[config.mk]
export PLATFORM = sky130hd
export DESIGN_NAME = converter_config_mask_regs
export DESIGN_NICKNAME = d
export VERILOG_FILES = /design/src/cfg_pkg.sv /design/src/ref_clamp.sv /design/src/fault_gate.sv /design/src/converter_config_mask_regs.sv
export SDC_FILE = /design/constraint.sdc
export NUM_CORES = 1
export LEC_CHECK = 0
export BUFFER_PORTS_ARGS = -buffer_cell sky130_fd_sc_hd__clkbuf_2
export CORE_MARGIN = 2
export CORE_UTILIZATION = 51
export DETAILED_ROUTE_END_ITERATION = 6
export HOLD_SLACK_MARGIN = 0.05
export PLACE_DENSITY = 0.79
export RECOVER_POWER = 100
export SYNTH_ARGS = -nofsm -noshare
export SYNTH_HDL_FRONTEND = slang
export SYNTH_SLANG_ARGS = --single-unit
[constraint.sdc]
create_clock -name clk -period 1.5 [get_ports clk]
set_input_delay 0.15 -clock clk [delete_from_list [all_inputs] [get_ports clk]]
set_output_delay 0.15 -clock clk [all_outputs]
set_load 0.1 [all_outputs]
[src/cfg_pkg.sv]
package cfg_pkg;
  // register pointer values
  localparam logic [7:0] ADDR_FAULT_MASK = 8'h11;
  localparam logic [7:0] ADDR_CONVERTER_TUNING = 8'h12;
  localparam logic [7:0] ADDR_OUTPUT_REFERENCE = 8'h13;
  // reset values
  localparam logic [4:0] FAULT_MASK_RESET = 5'h0F;
  localparam logic [2:0] COMP_RESET = 3'h2;
  localparam logic [1:0] RATE_RESET = 2'h2;
  localparam logic [2:0] LIMIT_RESET = 3'h0;
  localparam logic [7:0] REF_RESET = 8'h44;
  // field widths and positions
  localparam int MASK_WIDTH = 5;
  localparam int PG_BIT = 4;
  localparam int FAULT_COUNT = 4;
  localparam int COMP_LSB = 5;
  localparam int RATE_LSB = 3;
  localparam int LIMIT_LSB = 0;
  // reference clamp limits
  localparam logic [7:0] REF_CODE_MIN = 8'h3D;
  localparam logic [7:0] REF_CODE_MAX = 8'hCC;
  localparam logic [2:0] ZERO3 = 3'h0;
endpackage

[src/ref_clamp.sv]
`timescale 1ns/10ps
module ref_clamp
  import cfg_pkg::*;
(
  input wire logic [7:0] code,
  output logic [7:0] clamped
);
  // codes below the linear range pin to the floor, above it to the ceiling
  always_comb begin
    if (code < REF_CODE_MIN) begin
      clamped = REF_CODE_MIN;
    end else if (code > REF_CODE_MAX) begin
      clamped = REF_CODE_MAX;
    end else begin
      clamped = code;
    end
  end
endmodule

[src/fault_gate.sv]
`timescale 1ns/10ps
module fault_gate
  import cfg_pkg::*;
(
  input wire logic [FAULT_COUNT-1:0] source,
  input wire logic [FAULT_COUNT-1:0] mask,
  output logic [FAULT_COUNT-1:0] pass
);
  // one gate per fault source
  for (genvar i = 0; i < FAULT_COUNT; i++) begin : g_src
    assign pass[i] = source[i] & ~mask[i];
  end
endmodule

[src/converter_config_mask_regs.sv]
`timescale 1ns/10ps
module converter_config_mask_regs
  import cfg_pkg::*;
(
  input wire logic clk,
  input wire logic rst,
  input wire logic shutdown,
  input wire logic io_supply_ok,
  input wire logic input_uvlo,
  input wire logic enable,
  input wire logic [7:0] reg_ptr,
  input wire logic wr_en,
  input wire logic [7:0] wr_data,
  input wire logic rd_en,
  output logic [7:0] rd_data,
  output logic rd_valid,
  input wire logic [FAULT_COUNT-1:0] fault_source,
  input wire logic power_good,
  output logic [FAULT_COUNT-1:0] fault_irq,
  output logic power_good_out,
  output logic [2:0] comp_sel,
  output logic [1:0] switching_rate_sel,
  output logic [2:0] current_limit_sel,
  output logic [7:0] reference_code
);

  ////////////////////////////////////////////////////////////////////////////
  // storage and reset causes
  logic [MASK_WIDTH-1:0] mask_q, mask_d;
  logic [7:0] tune_q, tune_d;
  logic [7:0] ref_q, ref_d;
  logic [7:0] rd_data_d;
  logic rd_valid_d;
  logic [FAULT_COUNT-1:0] irq_d;
  logic pg_d;
  logic [7:0] ref_clamped;
  logic clear_all;

  // any documented shutdown cause sends every register to its default
  assign clear_all = rst | shutdown | ~io_supply_ok | input_uvlo | ~enable;

  ////////////////////////////////////////////////////////////////////////////
  // register write path
  always_comb begin
    mask_d = mask_q;
    tune_d = tune_q;
    ref_d = ref_q;
    if (clear_all) begin
      mask_d = FAULT_MASK_RESET;
      tune_d = {COMP_RESET, RATE_RESET, LIMIT_RESET};
      ref_d = REF_RESET;
    end else if (wr_en) begin
      // data lands at the location the pointer selects
      case (reg_ptr)
        ADDR_FAULT_MASK: mask_d = wr_data[MASK_WIDTH-1:0];
        ADDR_CONVERTER_TUNING: tune_d = wr_data;
        ADDR_OUTPUT_REFERENCE: ref_d = wr_data;
        default: mask_d = mask_q;
      endcase
    end
  end

  ////////////////////////////////////////////////////////////////////////////
  // read path; reserved and unmapped locations give zero
  always_comb begin
    rd_data_d = 8'h00;
    rd_valid_d = rd_en & ~clear_all;
    if (rd_en) begin
      case (reg_ptr)
        ADDR_FAULT_MASK: rd_data_d = {ZERO3, mask_q};
        ADDR_CONVERTER_TUNING: rd_data_d = tune_q;
        ADDR_OUTPUT_REFERENCE: rd_data_d = ref_q;
        default: rd_data_d = 8'h00;
      endcase
    end
  end

  ////////////////////////////////////////////////////////////////////////////
  // derived outputs
  fault_gate u_gate (
    .source(fault_source),
    .mask(mask_q[FAULT_COUNT-1:0]),
    .pass(irq_d)
  );

  ref_clamp u_clamp (
    .code(ref_q),
    .clamped(ref_clamped)
  );

  // power-good is only reported while its mask bit is clear
  assign pg_d = power_good & ~mask_q[PG_BIT];

  ////////////////////////////////////////////////////////////////////////////
  // registers
  always_ff @(posedge clk) begin
    mask_q <= mask_d;
    tune_q <= tune_d;
    ref_q <= ref_d;
    if (rst) begin
      rd_data <= 8'h00;
      rd_valid <= 1'b0;
      fault_irq <= '0;
      power_good_out <= 1'b0;
      comp_sel <= COMP_RESET;
      switching_rate_sel <= RATE_RESET;
      current_limit_sel <= LIMIT_RESET;
      reference_code <= REF_RESET;
    end else begin
      rd_data <= rd_data_d;
      rd_valid <= rd_valid_d;
      fault_irq <= irq_d;
      power_good_out <= pg_d;
      comp_sel <= tune_q[COMP_LSB+2:COMP_LSB];
      switching_rate_sel <= tune_q[RATE_LSB+1:RATE_LSB];
      current_limit_sel <= tune_q[LIMIT_LSB+2:LIMIT_LSB];
      reference_code <= ref_clamped;
    end
  end

  ////////////////////////////////////////////////////////////////////////////
  // checks
  AST_FAULT_RESET: assert property (@(posedge clk)
    clear_all |=> mask_q == FAULT_MASK_RESET)
    else $error("mask not defaulted");
  AST_TUNE_RESET: assert property (@(posedge clk)
    clear_all |=> tune_q == {COMP_RESET, RATE_RESET, LIMIT_RESET})
    else $error("tuning not defaulted");
  AST_REF_RESET: assert property (@(posedge clk)
    clear_all |=> ref_q == REF_RESET)
    else $error("reference not defaulted");
  AST_SHUTDOWN: assert property (@(posedge clk) disable iff (rst)
    (shutdown || !enable) |=> ##1 reference_code == REF_RESET)
    else $error("shutdown did not reset");
  AST_MASK_GATE: assert property (@(posedge clk) disable iff (rst)
    ##1 fault_irq == ($past(fault_source) & ~$past(mask_q[FAULT_COUNT-1:0])))
    else $error("fault gating wrong");
  AST_RSVD_ZERO: assert property (@(posedge clk) disable iff (rst)
    (rd_en && reg_ptr == ADDR_FAULT_MASK) |=> rd_data[7:5] == ZERO3)
    else $error("reserved bits nonzero");
  AST_LOW_CLAMP: assert property (@(posedge clk) disable iff (clear_all)
    ref_q < REF_CODE_MIN |=> reference_code == REF_CODE_MIN)
    else $error("low clamp wrong");
  AST_HIGH_CLAMP: assert property (@(posedge clk) disable iff (clear_all)
    ref_q > REF_CODE_MAX |=> reference_code == REF_CODE_MAX)
    else $error("high clamp wrong");
  // a tuning write, one cycle with no write strobe, then a read of the same location
  AST_WRITE_READ: assert property (@(posedge clk) disable iff (clear_all)
    (wr_en && reg_ptr == ADDR_CONVERTER_TUNING && !rd_en) ##1 (!wr_en) ##1 (rd_en && !wr_en
    && reg_ptr == ADDR_CONVERTER_TUNING) |=> rd_data == $past(wr_data, 3))
    else $error("readback mismatch");
  AST_PG_MASK: assert property (@(posedge clk) disable iff (rst)
    mask_q[PG_BIT] |=> !power_good_out)
    else $error("power-good leaked");

  COV_WRITE_MASK: cover property (@(posedge clk) wr_en && reg_ptr == ADDR_FAULT_MASK);
  COV_IRQ: cover property (@(posedge clk) |fault_irq);
  COV_CLAMP: cover property (@(posedge clk) ref_q > REF_CODE_MAX);
  COV_SHUT: cover property (@(posedge clk) !rst && shutdown);
endmodule

==> metrics.cfg <==
[status]
status=finished, final reports clean

[grt]
grt_pass1_wl_mm=7.81
grt_pass1_vias=1628
grt_max_degree=30
grt_overflow=0
grt_usage_pct=22.9
antenna_found_initial=0

[detailed_routing]
num_vias=1737
dr.pass1.iters=4
drt_iter0_drc=121
route.detailed.drc=0
wire_per_inst_um=15.2
totalWireLength_mm=4.76
vias_per_cell=5.57
ant_nets=0

[floorplanning]
io-pin-count=59
core-area_um2=4000
rows=23
die_area_um2=4670
initial_core_util_pct=52.8
die_y_um=68.4
dieWidth_um=68.4

[timing]
fin_worst_skew_ns=0.00463
period_share_pct=87.0
slew_headroom_pct=61.0
worst_slew_pin_slew_ns=0.585
hold_viol=0
hold_ws_ns=0.0613
finalSetupViolCount=0
slew_viol_final=0
max_freq_mhz=766
rsz0062_at_grt=false
tns_ns=0
finalCriticalPeriod_ns=1.30

[worst_setup_path]
cp-end-kind=flop
cp-start-kind=input port
r2r_start=ref_q[0]
crit_type=in -> reg
cp.required_ns=1.73
crit_start=reg_ptr[2]
max_stage_delay_ns=0.60
arrival_ns=1.54
critPathSlowestCell=or4b_4
crit_fanout=6
crit_chain=clkbuf_1, or4b_4, nor3_2, mux2i_1

[synthesis]
synth_top_area_share_pct=48.3
ys_types=37
syn_inst=202
synth_warnings=0
avgSynthCellArea_um2=10.5
async_flop_share_pct=0
synth_area_leader_cell=dfxtp_1
ys_ff_latch=51
synth_area_leaders=dfxtp_1 (48%), nor3b_1 (6.0%), mux2_2 (5.9%)
synth_edf_count=0
yosysSeqAreaShare_pct=48.3
syn-cell-area_um2=2110
synth-main-ff-cell=dfxtp_1
syn_nets=231

[clock_tree]
numCtsBuffers=5
cts_root_buf=clkbuf_8
path_clk_slew_ns=0.09
cts-resized-gates=0
cts_tree=done
cts_buffer_depth=2
clk_latency_ns=0.30
clock-sinks=51
cts_setup_buffers=0
hold_buffers=0
cts_max_level=2

[finish]
fin_nets=290
design_area_um2=2580
drive_above_1_share_pct=36.6
antenna_cells=0
area_growth_pct=22.2
layout_commonest_cell=clkbuf_2
layout_common_cells=clkbuf_2 (57), dfxtp_1 (51), nor3_1 (22), nor3b_1 (17)
stdcell_count=312
nFillCells=341

[placement]
port_buffers=58
place_congestion=0.885
dp_hpwl_mm=3.55
placed_cells=304
post_dp_cell_area_um2=2490

[power]
ir_drop_mv=0.571
p_leak_nw=1.04
power_density_nw_per_um2=965

[hold_path]
hold_class=in -> reg
min_from=rd_en

[job]
max-cap-violations=0

cells by family (layout without fill, tap and decap cells):
logic type	count (synthesis)	after routing	synth area share, %
flops	51	51	48.3
mux	24	24	12.1
fa+ha+maj	2	2	0.948
compound gates	22	22	7.35
buf+inv	22	82	4.74
simple gates	81	81	26.5
layer usage:
metal  track usage, %  routed length (um)
met5                0                   0
met4             9.25                 115
met3             5.59                 250
met2             37.4                2310
met1             29.0                2070
layout make-up:
class	count	area, um2	area share (%)
clock buffer	6	82.6	3.20
sequential	51	1020	39.6
clock inverter	2	35.0	1.36
multi-input combinational	129	985	38.1
timing repair buffer	69	377	14.6
tap	50	62.6	2.42
inverter	5	18.8	0.727
path summary, 6_finish.rpt:
check,slack [ns],depth (start not counted),to
hold / removal,0.06,3,rd_valid
setup reg to reg,0.33,3,reference_code[1]
hold reg to reg,0.46,1,fault_irq[1]
setup / recovery,0.20,4,mask_q[2]
flip-flops by register name, indices dropped and copies added (netlist names):
signal	cells
fault_irq	4
reference_code	8
ref_q	8
power_good_out	1
current_limit_sel	3
mask_q	5
rd_valid	1
rd_data	8
switching_rate_sel	2
tune_q	8
comp_sel	3
power by group:
group | internal, W | leakage (nW) | switching, W
Combinational | 0.0000693 | 0.563 | 0.000100
Sequential | 0.00135 | 0.411 | 0.000000453
Clock | 0.000539 | 0.0612 | 0.000428
Total | 0.00196 | 1.04 | 0.000528
metrics by stage:
step,power [W],util [%],setup slack (ns)
2_1_floorplan,0.00148,-,0.177
3_3_place_gp,0.00156,62.3,0.0707
3_5_place_dp,0.00156,62.3,0.0130
4_1_cts,0.00252,65.2,0.263
5_1_grt,0.00259,64.5,0.134
6_report,0.00249,64.5,0.195
cells in the mapped netlist (2+ instances only):
library cell  instances
mux2i_1              11
a21oi_1               7
clkbuf_1             12
o31ai_1               5
maj3_1                2
nand3b_1              2
dfxtp_1              51
a22oi_1               5
nor3_1               22
nor4_1                3
or2_2                 4
nor2_1                7
buf_2                 2
mux2_1                2
inv_1                 5
buf_6                 2
nor2b_1               9
mux2_2               11
nor3b_1              17
nand4_1               6
worst max-delay path: cells and delay by family:
family	cells	cell delay, ns
and+or+nand+nor	2	1.03
buffers and inverters	1	0.11
muxes	1	0.25
No activity file was read; power rests on OpenSTA's default activity.
